===== src/design/psc_map.svh =====
// Purpose: Offsets, field positions, reset values and counts of the clock controller
// Assumes: Word offsets (byte address bits 7:2) on a 32-bit classic Wishbone bus
// Notes:   Definitions only
`ifndef PSC_MAP_SVH
`define PSC_MAP_SVH

`define PSC_OSC_OFS     6'h00
`define PSC_RST_OFS     6'h01
`define PSC_DIV_OFS     6'h02
`define PSC_MD_OFS      6'h03
`define PSC_SIDL_OFS    6'h04
`define PSC_STAT_OFS    6'h05

`define PSC_NOSC_LSB    8
`define PSC_COSC_LSB    12
`define PSC_VMAIN_BIT   8
`define PSC_VFLASH_BIT  11
`define PSC_DOZE_ENABLE_BIT   11
`define PSC_DOZE_LSB    12
`define PSC_ROI_BIT     15

`define PSC_NOSC_RST    3'h0
`define PSC_DOZE_RST    3'h0
`define PSC_MD_RST      16'h0000
`define PSC_SIDL_RST    16'h0000

`define PSC_WAKE_CYC    2'h3

`endif


===== src/design/psc_pkg.sv =====
// Purpose: Types shared by the clock controller and its bench
// Assumes: psc_map.svh holds the register numbers; mode codes are set here
// Notes:   Mode codes are Gray along run, enter, idle, sleep, wake
package psc_pkg;

    typedef enum logic [2:0] {
        MODE_RUN   = 3'h0,
        MODE_ENTER = 3'h1,
        MODE_IDLE  = 3'h3,
        MODE_SLEEP = 3'h2,
        MODE_WAKE  = 3'h6
    } pm_mode_t;

    typedef struct packed {
        logic        cyc;
        logic        stb;
        logic        we;
        logic [7:0]  adr;
        logic [3:0]  sel;
        logic [31:0] dat;
    } wb_req_t;

    typedef struct packed {
        logic        ack;
        logic [31:0] dat;
    } wb_rsp_t;

    typedef struct packed {
        pm_mode_t    mode;
        logic        go_sleep;
        logic        int_held;
        logic [1:0]  wake_cnt;
        logic [2:0]  new_osc;
        logic [2:0]  cur_osc;
        logic        vmain;
        logic        vflash;
        logic        recover_on_interrupt;
        logic [2:0]  doze;
        logic        doze_enable;
        logic [6:0]  doze_cnt;
        logic [15:0] md;
        logic [15:0] md_live;
        logic [15:0] sidl;
        logic [15:0] pclk;
        logic        cpu_en;
        logic        wdt_clr;
        logic [1:0]  wdt_sync;
        logic        ack;
        logic [31:0] rdat;
    } ctl_state_t;

endpackage : psc_pkg


===== src/design/power_saving_clock_controller.sv =====
// Purpose: Sleep, Idle, Doze and module-disable clock control
// Assumes: Core and peripherals gate their clocks with these enables
// Notes:   Enables come from flops, so clock gates see no short pulse
//
// The placing of the registers and the Wishbone register port were left to the implementer.
`timescale 1ns/1ps
`default_nettype none
`include "psc_map.svh"

module power_saving_clock_controller (
    input  wire logic              ref_clk,
    input  wire logic              rst,
    input  wire psc_pkg::wb_req_t  wb_req,
    output var  psc_pkg::wb_rsp_t  wb_rsp,
    input  wire logic              psave_valid,
    input  wire logic              psave_idle,
    input  wire logic              int_request,
    input  wire logic              wdt_timeout,
    input  wire logic              wdt_enable,
    input  wire logic              failsafe_clock_monitor_enable,
    input  wire logic              clock_lock,
    input  wire logic [15:0]       periph_present,
    output logic                   cpu_clk_en,
    output logic [15:0]            periph_clk_en,
    output logic [15:0]            periph_access_en,
    output logic [2:0]             sys_osc_select,
    output logic                   sys_osc_enable,
    output logic                   failsafe_clock_monitor_active,
    output logic                   low_power_rc_clock_run,
    output logic                   wdt_clear,
    output logic                   main_regulator_standby,
    output logic                   flash_regulator_standby
);
    import psc_pkg::*;

    ctl_state_t st;
    ctl_state_t next_st;

    // Byte-lane merge of a 16-bit register
    function automatic logic [15:0] merge16(input logic [15:0] old_v,
                                            input logic [31:0] wr_v,
                                            input logic [3:0]  sel);
        merge16 = old_v;
        if (sel[0]) begin
            merge16[7:0] = wr_v[7:0];
        end
        if (sel[1]) begin
            merge16[15:8] = wr_v[15:8];
        end
    endfunction : merge16

    // Divide mask for a doze ratio of 2**code
    function automatic logic [6:0] doze_mask(input logic [2:0] code);
        doze_mask = 7'((8'h01 << code) - 8'h01);
    endfunction : doze_mask

    logic        bus_req;
    logic        bus_wr;
    logic [5:0]  reg_idx;
    logic [15:0] osc_wr;
    logic [15:0] rst_wr;
    logic [15:0] div_wr;
    logic        wake_event;
    logic        in_sleep;
    logic        in_idle;

    assign bus_req  = wb_req.cyc && wb_req.stb && !st.ack;
    assign bus_wr   = bus_req && wb_req.we;
    assign reg_idx  = wb_req.adr[7:2];
    assign in_sleep = (st.mode == MODE_SLEEP);
    assign in_idle  = (st.mode == MODE_IDLE);
    // Synced watchdog level only; the first stage is never read here
    assign wake_event = int_request || st.int_held || st.wdt_sync[1];

    always_comb begin
        osc_wr = {1'b0, st.cur_osc, 1'b0, st.new_osc, 8'h00};
        rst_wr = 16'h0000;
        div_wr = 16'h0000;
        osc_wr = merge16(osc_wr, wb_req.dat, wb_req.sel);
        rst_wr[`PSC_VMAIN_BIT]  = st.vmain;
        rst_wr[`PSC_VFLASH_BIT] = st.vflash;
        rst_wr = merge16(rst_wr, wb_req.dat, wb_req.sel);
        div_wr[`PSC_ROI_BIT]    = st.recover_on_interrupt;
        div_wr[`PSC_DOZE_ENABLE_BIT]  = st.doze_enable;
        div_wr[`PSC_DOZE_LSB +: 3] = st.doze;
        div_wr = merge16(div_wr, wb_req.dat, wb_req.sel);
    end

    always_comb begin
        next_st = st;
        next_st.wdt_sync = {st.wdt_sync[0], wdt_timeout};
        next_st.wdt_clr  = 1'b0;
        next_st.ack      = wb_req.cyc && wb_req.stb && !st.ack;
        next_st.rdat     = 32'h0000_0000;

        // Register writes
        if (bus_wr) begin
            case (reg_idx)
                `PSC_OSC_OFS: begin
                    if (!clock_lock) begin
                        next_st.new_osc = osc_wr[`PSC_NOSC_LSB +: 3];
                    end
                end
                `PSC_RST_OFS: begin
                    next_st.vmain  = rst_wr[`PSC_VMAIN_BIT];
                    next_st.vflash = rst_wr[`PSC_VFLASH_BIT];
                end
                `PSC_DIV_OFS: begin
                    next_st.recover_on_interrupt = div_wr[`PSC_ROI_BIT];
                    if (!st.doze_enable) begin
                        next_st.doze = div_wr[`PSC_DOZE_LSB +: 3];
                    end
                    if (next_st.doze != 3'h0) begin
                        next_st.doze_enable = div_wr[`PSC_DOZE_ENABLE_BIT];
                    end else begin
                        next_st.doze_enable = 1'b0;
                    end
                end
                `PSC_MD_OFS: begin
                    next_st.md = merge16(st.md, wb_req.dat, wb_req.sel);
                end
                `PSC_SIDL_OFS: begin
                    next_st.sidl = merge16(st.sidl, wb_req.dat, wb_req.sel);
                end
                default: begin
                end
            endcase
        end

        // Hardware clear beats a software set in the same cycle
        if (st.doze_enable && st.recover_on_interrupt && int_request) begin
            next_st.doze_enable = 1'b0;
        end

        // Register reads; unmapped words read zero
        if (bus_req && !wb_req.we) begin
            case (reg_idx)
                `PSC_OSC_OFS:  next_st.rdat = {16'h0000, 1'b0, st.cur_osc, 1'b0,
                                               st.new_osc, 8'h00};
                `PSC_RST_OFS:  next_st.rdat = {16'h0000, 4'h0, st.vflash, 2'h0,
                                               st.vmain, 8'h00};
                `PSC_DIV_OFS:  next_st.rdat = {16'h0000, st.recover_on_interrupt, st.doze, st.doze_enable,
                                               11'h000};
                `PSC_MD_OFS:   next_st.rdat = {16'h0000, st.md};
                `PSC_SIDL_OFS: next_st.rdat = {16'h0000, st.sidl};
                `PSC_STAT_OFS: next_st.rdat = {24'h000000, st.cpu_en, st.cur_osc,
                                               1'b0, st.mode};
                default:       next_st.rdat = 32'h0000_0000;
            endcase
        end

        // Power mode sequencing
        case (st.mode)
            MODE_RUN: begin
                next_st.cur_osc = st.new_osc;
                next_st.int_held = 1'b0;
                if (psave_valid) begin
                    next_st.mode     = MODE_ENTER;
                    next_st.go_sleep = !psave_idle;
                    next_st.wdt_clr  = wdt_enable;
                end
            end
            MODE_ENTER: begin
                // Wake sources wait until entry is complete
                next_st.int_held = st.int_held || int_request || st.wdt_sync[1];
                next_st.mode = st.go_sleep ? MODE_SLEEP : MODE_IDLE;
            end
            MODE_SLEEP, MODE_IDLE: begin
                if (wake_event) begin
                    next_st.mode     = MODE_WAKE;
                    next_st.int_held = 1'b0;
                    next_st.wake_cnt = 2'h0;
                end
            end
            MODE_WAKE: begin
                if (st.wake_cnt == `PSC_WAKE_CYC - 2'h1) begin
                    next_st.mode = MODE_RUN;
                end else begin
                    next_st.wake_cnt = st.wake_cnt + 2'h1;
                end
            end
            default: begin
                next_st.mode = MODE_RUN;
            end
        endcase

        // CPU enable: one full cycle high or low, never a fraction
        if (st.mode == MODE_RUN && !(psave_valid)) begin
            if (st.doze_enable) begin
                next_st.cpu_en = (st.doze_cnt == 7'h00);
                if (st.doze_cnt == doze_mask(st.doze)) begin
                    next_st.doze_cnt = 7'h00;
                end else begin
                    next_st.doze_cnt = st.doze_cnt + 7'h01;
                end
            end else begin
                next_st.cpu_en   = 1'b1;
                next_st.doze_cnt = 7'h00;
            end
        end else begin
            next_st.cpu_en   = 1'b0;
            next_st.doze_cnt = 7'h00;
        end

        // Peripheral clocks follow the disable bits one cycle later
        // Keyed to the coming mode, so clocks stop with the oscillator
        next_st.md_live = st.md;
        next_st.pclk = periph_present & ~st.md;
        if (next_st.mode == MODE_SLEEP) begin
            next_st.pclk = 16'h0000;
        end else if (next_st.mode == MODE_IDLE) begin
            next_st.pclk = periph_present & ~st.md & ~st.sidl;
        end
    end

    always_ff @(posedge ref_clk) begin
        if (rst) begin
            st          <= '0;
            st.mode     <= MODE_RUN;
            st.new_osc  <= `PSC_NOSC_RST;
            st.cur_osc  <= `PSC_NOSC_RST;
            st.doze     <= `PSC_DOZE_RST;
            st.md       <= `PSC_MD_RST;
            st.md_live  <= `PSC_MD_RST;
            st.sidl     <= `PSC_SIDL_RST;
            st.pclk     <= 16'h0000;
        end else begin
            st <= next_st;
        end
    end

    assign wb_rsp           = '{ack: st.ack, dat: st.rdat};
    assign cpu_clk_en       = st.cpu_en;
    assign periph_clk_en    = st.pclk;
    assign periph_access_en = periph_present & ~st.md_live;
    assign sys_osc_select   = st.cur_osc;
    assign sys_osc_enable   = !in_sleep;
    assign failsafe_clock_monitor_active = failsafe_clock_monitor_enable && !in_sleep;
    assign low_power_rc_clock_run = wdt_enable || (failsafe_clock_monitor_enable && !in_sleep);
    assign wdt_clear        = st.wdt_clr;
    assign main_regulator_standby  = in_sleep && !st.vmain;
    assign flash_regulator_standby = in_sleep && !st.vflash;

    logic div_write;
    logic osc_write;
    assign div_write = bus_wr && (reg_idx == `PSC_DIV_OFS);
    assign osc_write = bus_wr && (reg_idx == `PSC_OSC_OFS);
endmodule : power_saving_clock_controller

`default_nettype wire


===== config.mk =====
export PLATFORM = sky130hd
export DESIGN_NAME = power_saving_clock_controller
export DESIGN_NICKNAME = d
export VERILOG_FILES = /design/src/design/psc_pkg.sv /design/src/design/power_saving_clock_controller.sv
export VERILOG_INCLUDE_DIRS = /design/src /design/src/design
export SDC_FILE = /design/constraint.sdc
export NUM_CORES = 1
export LEC_CHECK = 0
export BUFFER_PORTS_ARGS = -buffer_cell sky130_fd_sc_hd__buf_4
export CAP_MARGIN = 10
export CORE_AREA = 2 2 107 109
export CTS_BUF_LIST = sky130_fd_sc_hd__clkbuf_16
export CTS_CLUSTER_SIZE = 20
export DETAILED_ROUTE_END_ITERATION = 16
export DIE_AREA = 0 0 109 111
export MAX_ROUTING_LAYER = met4
export PLACE_DENSITY = 0.76
export SLEW_MARGIN = 20
export SYNTH_ARGS = -nofsm -noshare
export SYNTH_HDL_FRONTEND = slang
export SYNTH_SLANG_ARGS = --single-unit
export TNS_END_PERCENT = 30

===== constraint.sdc =====
create_clock -name ref_clk -period 1.8 [get_ports ref_clk]
set_input_delay 0.36 -clock ref_clk [delete_from_list [all_inputs] [get_ports ref_clk]]
set_output_delay 0.36 -clock ref_clk [all_outputs]
set_load 0.005 [all_outputs]

==> metrics, run 1 <==
metal3 WL 817 um; dpl cells 740; worst slew pin tran 0.528 ns; Cell variety after synth 52; switching power 0.00127 W; Die Wd 109 um; slowest CP cell or3b_4; critical path startpoint category flop; CTS H-tree depth 3; Non-Filler Instances roughly 760; max cap viols 0; clock power share around 39%; Yosys top cell area share between 40% and 50%; RSZ-0062 raised after global routing true; CP arrival ~1.6 ns; violated checks setup timing; buffer and inverter count on the worst path 1; total negative slack -0.154 ns; post-route design area a little under 6000 um^2; Slew headroom 64.8%; grt ovf 0; hold_buf cts 0; # IOs about 150; largest net degree at the start of global routing 53; EDFF count, synth 0; clk slew on worst S/H paths 0.07 ns; Setup Fix Bufs, Post-CTS 0; routed len/inst about 15 um; mux contribution to synthesized area 6.24%; M1 WL 4690 um; main area contributors after synthesis dfxtp_1, buf_4, mux2i_1; Final Power 0.00508 W; vias in the first global route ~3.8k; synth-to-layout area growth 22.6%; clock sinks between 100 and 150; initial drt markers 275; top sig layer met4; leading area contributor after synthesis dfxtp_1; Post-Synth Adder-Cell Area 0.777%; Layout Nets ~680; Ys Warns 0; worst min path class input pin to flop; die area 12100 um^2; required time worst endpoint 1.44 ns; largest family of logic cells by synthesized area simple AND/OR/NAND/NOR gates; GR Util All Layers between 10% and 20%; Sw Share around 25%; Critical Path Max Stage Delay roughly 0.42 ns; simple-gate share of the synthesized area approximately a quarter; port bufs 110; top_reg_cell synth dfxtp_1; status complete, but fails checks; Clock Latency Late Sink ~0.35 ns; CP top delay family simple AND/OR/NAND/NOR gates; instance count of the mapped netlist about 520; initial antenna violation count 0; post-route minimum period 1.94 ns; Core ar. roughly 11000 um^2; CP Cell Sequence or3b_4 > and2_4 > or2_4 > buf_6; Met2 Wirelength 5740 um; Root Driver clkbuf_16; Synth Area in Compound Gates 11.1%; cts bufs inserted 9; Leak around 2.5 nW; Placer Congestion between 0.8 and 0.9; drt via density ~5.2; Avg Synthesized Cell Area 9.22 um^2; Layout Skew 0.00745 ns; initial core utilization roughly 44%; P_int roughly 0.0038 W; CP max FO 2; Post-DP Area ~5600 um^2; crit path kind flop to output pin; DRT antenna net count 0; Finish-stage setup viols 2; sequential area share after synthesis between 40 and 50%; DRT Pass-1 Iters 7; final period utilization 108%; Synth Area in XOR/XNOR around 1.1%; final max-slew violation count 0; DRC Markers 0; asr flop ratio synth 0%; Yosys reg bits 112; hpwl dp about 8500 um; critical path endpoint category output pin; Final Util ~53%; via count between 3k and 4k; CTS tree built; part of the power in registers between 50% and 60%; row count 39; Final Hold Fails 0; Routed WL between 10000 and 15000 um; Final WS setup -0.143 ns; share of cells above drive strength 1 around 29%; CTS max path bufs 2; Peak VDD IR about 490 uV; DIE HEIGHT 111 um; Cell Pwr Density between 800 and 900 nW/um^2; global-route wire length before repair around 18000 um; Max Fclk approximately 510 MHz; # diodes 0; Comb power frac 10.8%; synthesized area between 4000 and 5000 um^2
flip-flops by register name, indices dropped and copies added (netlist names):
register and count:
sys_osc_select 3, cpu_clk_en 1, periph_clk_en 16, wdt_clear 1, next_st 17, wb_rsp 17, st 57
cells in the final DEF (no fill, tap or decap), types with 12 or more instances in the layout:
cell type  synthesis  layout
dfxtp_1          112     108
and3b_1           16      16
a222oi_1          12      12
nor2b_1           35      35
o21ai_0           20      20
conb_1             1      16
nor2_1            56      54
buf_4             54     138
nand3_1           13      13
mux2i_1           29      29
a21oi_1           28      28
nand2_1           42      42
routing by layer:
layer,vias to the layer above,GRT usage (%)
li1,1903,-
met1,1868,23.1
met2,163,31.9
met3,26,4.70
met4,0,7.09
met5,-,-
power by group through the flow:
stage / logic, W / registers [W] / clock network (W)
after CTS: 0.000549 / 0.00256 / 0.00199
after global routing: 0.000596 / 0.00256 / 0.00210
after detailed placement: 0.000540 / 0.00262 / 0
final: 0.000550 / 0.00256 / 0.00197
after global placement: 0.000531 / 0.00261 / 0
after floorplan: 0.000304 / 0.00261 / 0
worst register-to-register path: cells and delay by family, from the launching register on:
kind / cells / cell delay, ns
DFF: 1 / 0.57
AOI/OAI and AO/OA: 3 / 0.74
and+or+nand+nor: 2 / 0.25
path summary, 6_finish.rpt:
path / slack, ns / end / cells past startpoint / start
worst max register to register: 0.12 / st[105] / 5 / st[110]
worst min register to register: 0.44 / st[34] / 1 / next_st[34]
worst min-delay path: 0.21 / st[124] / 2 / psave_idle
worst max-delay path: -0.14 / low_power_rc_clock_run / 4 / st[127]
per-stage QoR:
step / setup WS (ns) / hold WS [ns]
2_1_floorplan: 0.0281 / 0.414
3_3_place_gp: -0.0221 / 0.431
3_5_place_dp: -0.0407 / 0.424
4_1_cts: -0.124 / 0.206
5_1_grt: -0.164 / 0.212
6_report: -0.143 / 0.210
Yosys cell counts (all sizes together) (2+ instances only):
| library cell | number |
|---|---|
| a222oi | 12 |
| o21ai | 21 |
| and2 | 4 |
| nor3b | 5 |
| a22oi | 4 |
| o211ai | 3 |
| and3b | 16 |
| clkbuf | 21 |
| nand2 | 42 |
| and3 | 6 |
| a21oi | 28 |
| buf | 60 |
| xnor2 | 5 |
| nand4 | 2 |
| nor2b | 35 |
| nor3 | 12 |
| mux2i | 29 |
| dfxtp | 112 |
| ha | 3 |
| inv | 5 |
| o31ai | 2 |
| a211oi | 3 |
| nand3b | 3 |
| nor2 | 56 |
| nand2b | 2 |
| o21a | 2 |
| nand3 | 15 |
logic make-up after synthesis:
family	Yosys count
AND/OR/NAND/NOR	205
AO/OA/AOI/OAI	81
multiplexers	30
buffers and inverters	86
flip-flops	112
other	1
adder cells (fa/ha/maj)	3
XOR/XNOR	6
area by class of cell:
class                   count  area, um^2
clock buffers               9         225
clock inverters             7        71.3
fillers                   970        5150
repair buffers            139        1050
well taps                 143         179
flip-flops and latches    112        2250
inverters                   5        18.8
multi-input cells         341        2140
timing repair:
action                     in CTS  in global routing
gates resized for setup         7                  4
pin swaps                       2                  1
setup endpoints to repair       5                 10
Note: power is estimated with default switching activity, not from simulation.
==> inputs of run 2 (changes only) <==
==> constraint.sdc (replaced) <==
create_clock -name ref_clk -period 1.8 [get_ports ref_clk]
set_input_delay 0.36 -clock ref_clk [delete_from_list [all_inputs] [get_ports ref_clk]]
set_output_delay 0.36 -clock ref_clk [all_outputs]
set_load 0.01 [all_outputs]
==> metrics, run 2 (synthesized netlist as in run 1, its figures left out) <==
routed len/inst 15.3 um (+0.43%); global-route wire length before repair 18400 um (+1.8%); most common cell after layout, fill and taps aside buf_4; violated checks setup timing; Max Fclk 519 MHz (+0.90%); CTS tree built; CP Cell Sequence or3b_4 > and2_4 > or2_4 > buf_6; total negative slack -0.151 ns (+0.00273 ns); max cap viols 0 (unchanged); port bufs 110 (unchanged); CP max FO 2 (unchanged); Layout Skew 0.00627 ns (-0.00118 ns); grt ovf 0 (unchanged); Critical Path Max Stage Delay 0.41 ns (about the same); initial antenna violation count 0 (unchanged); DIE HEIGHT 111 um (unchanged); cts bufs inserted 9 (unchanged); Core ar. 11100 um^2 (unchanged); critical path startpoint category flop; share of cells above drive strength 1 28.2% (-0.40 points); DRT antenna net count 0 (unchanged); via count 3890 (-1.8%); Fill cells 994 (+2.5%); CTS max path bufs 2 (unchanged); Final WS setup -0.125 ns (+0.0174 ns); Placer Congestion 0.892 (+0.28%); status complete, but fails checks; Routed WL 11500 um (+0.17%); Clock Latency Late Sink 0.34 ns (about the same); Cell Pwr Density 860 nW/um^2 (+0.44%); CP arrival 1.57 ns (about the same); slowest CP cell or3b_4; crit path kind flop to output pin; critical path endpoint category output pin; # diodes 0 (unchanged); clock sinks 112 (unchanged); Die Wd 109 um (unchanged); synth-to-layout area growth 22.7% (about the same); worst min path class input pin to flop; initial core utilization 43.6% (unchanged); Layout Nets 681 (-0.29%); Root Driver clkbuf_16; Final Power 0.00510 W (+0.46%); Finish-stage setup viols 3 (+1); post-route minimum period 1.93 ns (-0.0174 ns); largest net degree at the start of global routing 45 (-15%); RSZ-0062 raised after global routing true; # IOs 147 (unchanged); row count 39 (unchanged); max FFs per register 57 (unchanged); GR Util All Layers 19.8% (+0.33 points); hpwl dp 8540 um (+0.75%); DRT Pass-1 Iters 6 (-1); final max-slew violation count 0 (unchanged); Leak 2.55 nW (-0.13%); most frequent cells in the layout buf_4, dfxtp_1, nor2_1, nand2_1, nor2b_1; Largest Register st; required time worst endpoint 1.44 ns (about the same); Fin Hold WS 0.224 ns (+0.0144 ns); die area 12100 um^2 (unchanged); pre-CTS WS -0.0884 ns (-0.0477 ns); Peak VDD IR 513 uV (+4.4%); drt via density 5.16 (-1.5%); initial drt markers 290 (+5.5%); Final Hold Fails 0 (unchanged); CTS H-tree depth 3 (unchanged); vias in the first global route 3834 (+0.29%); clk slew on worst S/H paths 0.07 ns (about the same); DRC Markers 0 (unchanged); final period utilization 107% (-0.97 points)
-- run 2: worst max-delay path: cells and delay by family, from the launching register on --
| kind | cells | cell delay, ns |
|---|---|---|
| and+or+nand+nor | 3 | 0.78 |
| DFF | 1 | 0.32 |
| buffers and inverters | 1 | 0.12 |
-- run 2: area by class of cell --
cell class              count  area (um^2)  area share, %
clock inverters             7         72.6           1.22
repair buffers            137         1050           17.7
clock buffers               9          225           3.80
well taps                 143          179           3.02
inverters                   5         18.8          0.317
multi-input cells         341         2140           36.1
flip-flops and latches    112         2250           37.9
-- run 2: worst paths after layout --
path          startpoint                      to  slack, ns  depth (start not counted)
max reg2reg   wb_rsp[32]                 st[119]       0.15                          5
min           psave_idle                 st[124]       0.22                          2
max              st[127]  low_power_rc_clock_run      -0.13                          4
min reg2reg  next_st[34]                  st[34]       0.45                          1
-- run 2: where the power goes --
part / total, W / leakage, nW / internal [W] / switching, W
combinational: 0.000592 / 1.49 / 0.000296 / 0.000295
sequential: 0.00256 / 0.909 / 0.00254 / 0.0000215
clock: 0.00195 / 0.143 / 0.000981 / 0.000969
total: 0.00510 / 2.55 / 0.00381 / 0.00129
-- run 2: through the flow --
step / std cells / utilization [%] / cell area, um^2
global route: 754 / 53.5 / 5930
global placement: 736 / 50.4 / 5580
detailed placement: 736 / 50.4 / 5580
floorplan: 539 / - / 4890
CTS: 754 / 53.4 / 5910
finish: 754 / 53.5 / 5930
-- run 2: timing repair --
| item | 4_1_cts | 5_1_grt |
|---|---|---|
| resized for setup | 7 | 3 |
| setup endpoints to repair | 1 | 11 |
| hold buffers | 0 | 0 |
| hold endpoints to repair | 0 | 0 |
| pin swaps | 2 | 1 |
| buffers inserted | 2 | 0 |
-- run 2: per-layer routing --
layer  routed length [um]  global-route usage (%)  up-vias
met1                 4670                    23.3     1846
met2                 6030                    33.7      127
met5                    0                       -        -
met3                  717                    4.53       15
met4                  115                    5.56        0
li1                     -                       -     1902
==> inputs of run 3 (changes only) <==
--- a/config.mk
+++ b/config.mk
@@ -8,13 +8,15 @@
 export LEC_CHECK = 0
 export BUFFER_PORTS_ARGS = -buffer_cell sky130_fd_sc_hd__buf_4
 export CAP_MARGIN = 10
-export CORE_AREA = 2 2 107 109
+export CELL_PAD_IN_SITES_DETAIL_PLACEMENT = 1
+export CELL_PAD_IN_SITES_GLOBAL_PLACEMENT = 1
+export CORE_AREA = 2 2 116 118
 export CTS_BUF_LIST = sky130_fd_sc_hd__clkbuf_16
 export CTS_CLUSTER_SIZE = 20
 export DETAILED_ROUTE_END_ITERATION = 16
-export DIE_AREA = 0 0 109 111
+export DIE_AREA = 0 0 118 120
 export MAX_ROUTING_LAYER = met4
-export PLACE_DENSITY = 0.76
+export PLACE_DENSITY = 0.85
 export SLEW_MARGIN = 20
 export SYNTH_ARGS = -nofsm -noshare
 export SYNTH_HDL_FRONTEND = slang
==> metrics, run 3 (synthesized netlist as in run 1, its figures left out) <==
status complete, but fails checks; violated checks setup timing; Post-DP Area 5640 um^2 (+1.1%); Max Fclk 514 MHz (-1.1%); Worst R2R Start wb_rsp[32]; final max-slew violation count 0 (unchanged); clock sinks 112 (unchanged); global-route wire length before repair 21400 um (+16%); most frequent cells in the layout buf_4, dfxtp_1, nor2_1, nand2_1, nor2b_1; cts bufs inserted 9 (unchanged); critical path startpoint category flop; required time worst endpoint 1.44 ns (about the same); Root Driver clkbuf_16; hpwl dp 10000 um (+18%); Routed WL 13400 um (+16%); Critical Path Max Stage Delay 0.41 ns (about the same); Leak 2.58 nW (+1.2%); Final Util 46.2% (-7.3 points); most common cell after layout, fill and taps aside buf_4; Peak VDD IR 440 uV (-14%); GR Util All Layers 19.6% (-0.25 points); CTS tree built; routed len/inst 16.9 um (+11%); CP Cell Sequence or3b_4 > and2_4 > or2_4 > buf_6; die area 14200 um^2 (+17%); hold_buf cts 0 (unchanged); CP max FO 2 (unchanged); post-route minimum period 1.95 ns (+0.0216 ns); DRT antenna net count 0 (unchanged); drt via density 5.04 (-2.3%); clk slew on worst S/H paths 0.07 ns (about the same); crit path kind flop to output pin; DRC Markers 0 (unchanged); synth-to-layout area growth 24.2%; slowest CP cell or3b_4; max FFs per register 57 (unchanged); worst hold start psave_idle; via count 3987 (+2.5%); grt ovf 0 (unchanged); Largest Register st; Clock Latency Late Sink 0.35 ns (about the same); initial antenna violation count 0 (unchanged); Core ar. 13000 um^2 (+17%); Final Hold Fails 0 (unchanged); # diodes 0 (unchanged); Crit. Startpoint st[127]; Final WS setup -0.147 ns (-0.0216 ns); initial drt markers 298 (+2.8%); initial core utilization 37.2% (-6.4 points); post-route design area 6000 um^2 (+1.2%); CP top delay family simple AND/OR/NAND/NOR gates; DIE HEIGHT 120 um (+8.1%); # IOs 147 (unchanged); Layout Skew 0.0100 ns (+0.00375 ns); CTS max path bufs 2 (unchanged); critical path endpoint category output pin; port bufs 110 (unchanged); RSZ-0062 raised after global routing true; vias in the first global route 4240 (+11%); buffer and inverter count on the worst path 1 (unchanged); Die Wd 118 um (+8.3%); row count 42 (+7.7%); Final Power 0.00523 W (+2.5%); share of cells above drive strength 1 28.9% (+0.79 points); Placer Congestion 0.832 (-6.7%); DRT Pass-1 Iters 6 (unchanged); CP arrival 1.59 ns (+0.02 ns); Layout Nets 685 (+0.59%); Finish-stage setup viols 4 (+1); final period utilization 108% (+1.2 points); largest net degree at the start of global routing 36 (-20%); CTS H-tree depth 3 (unchanged); max cap viols 0 (unchanged); Cell Pwr Density 871 nW/um^2 (+1.2%); worst min path class input pin to flop
==> run 3: power by group <==
group | internal [W] | total (W) | switching (W) | leakage [nW]
Clock | 0.00110 | 0.00205 | 0.000948 | 0.150
Combinational | 0.000302 | 0.000618 | 0.000316 | 1.52
Sequential | 0.00254 | 0.00256 | 0.0000232 | 0.910
Total | 0.00394 | 0.00523 | 0.00129 | 2.58
==> run 3: per-layer routing <==
metal	global-route usage (%)	vias up	routed length (um)
met4	6.85	0	259
met1	21.2	1949	5430
met2	35.4	109	7120
met5	-	-	0
li1	-	1904	-
met3	4.37	25	597
==> run 3: worst reg2reg max path: stages, from the launching register on <==
cell,delay [ns]
dfxtp_1,0.33
and4b_1,0.37
nand2_1,0.22
nor3_4,0.31
o31ai_1,0.15
a211oi_2,0.23
==> run 3: timing repair <==
action | in CTS | in global routing
setup endpoints to repair | 9 | 20
resized for setup | 8 | 5
pin swaps | 2 | 1
setup buffers | 2 | 0
==> run 3: path summary, 6_finish.rpt <==
path,to,slack (ns),depth (start not counted)
worst max-delay path,low_power_rc_clock_run,-0.15,4
worst max register to register,st[108],0.12,5
worst min register to register,st[34],0.45,1
worst min-delay path,st[124],0.21,2
==> run 3: final cells by class <==
type | instances | area [um^2]
Sequential cell | 112 | 2250
Clock buffer | 9 | 225
Timing Repair Buffer | 141 | 1070
Fill cell | 1522 | 6980
Tap cell | 176 | 220
Multi-Input combinational cell | 341 | 2140
Clock inverter | 7 | 76.3
Inverter | 5 | 18.8
==> run 3: stage by stage <==
step / hold WS (ns) / worst slack (ns) / std cells / TNS, ns
floorplan: 0.414 / 0.0592 / 539 / 0
global placement: 0.437 / 0.00154 / 773 / 0
detailed placement: 0.434 / -0.0597 / 773 / -0.496
CTS: 0.206 / -0.152 / 791 / -0.254
global route: 0.202 / -0.175 / 791 / -0.360
finish: 0.209 / -0.147 / 791 / -0.239
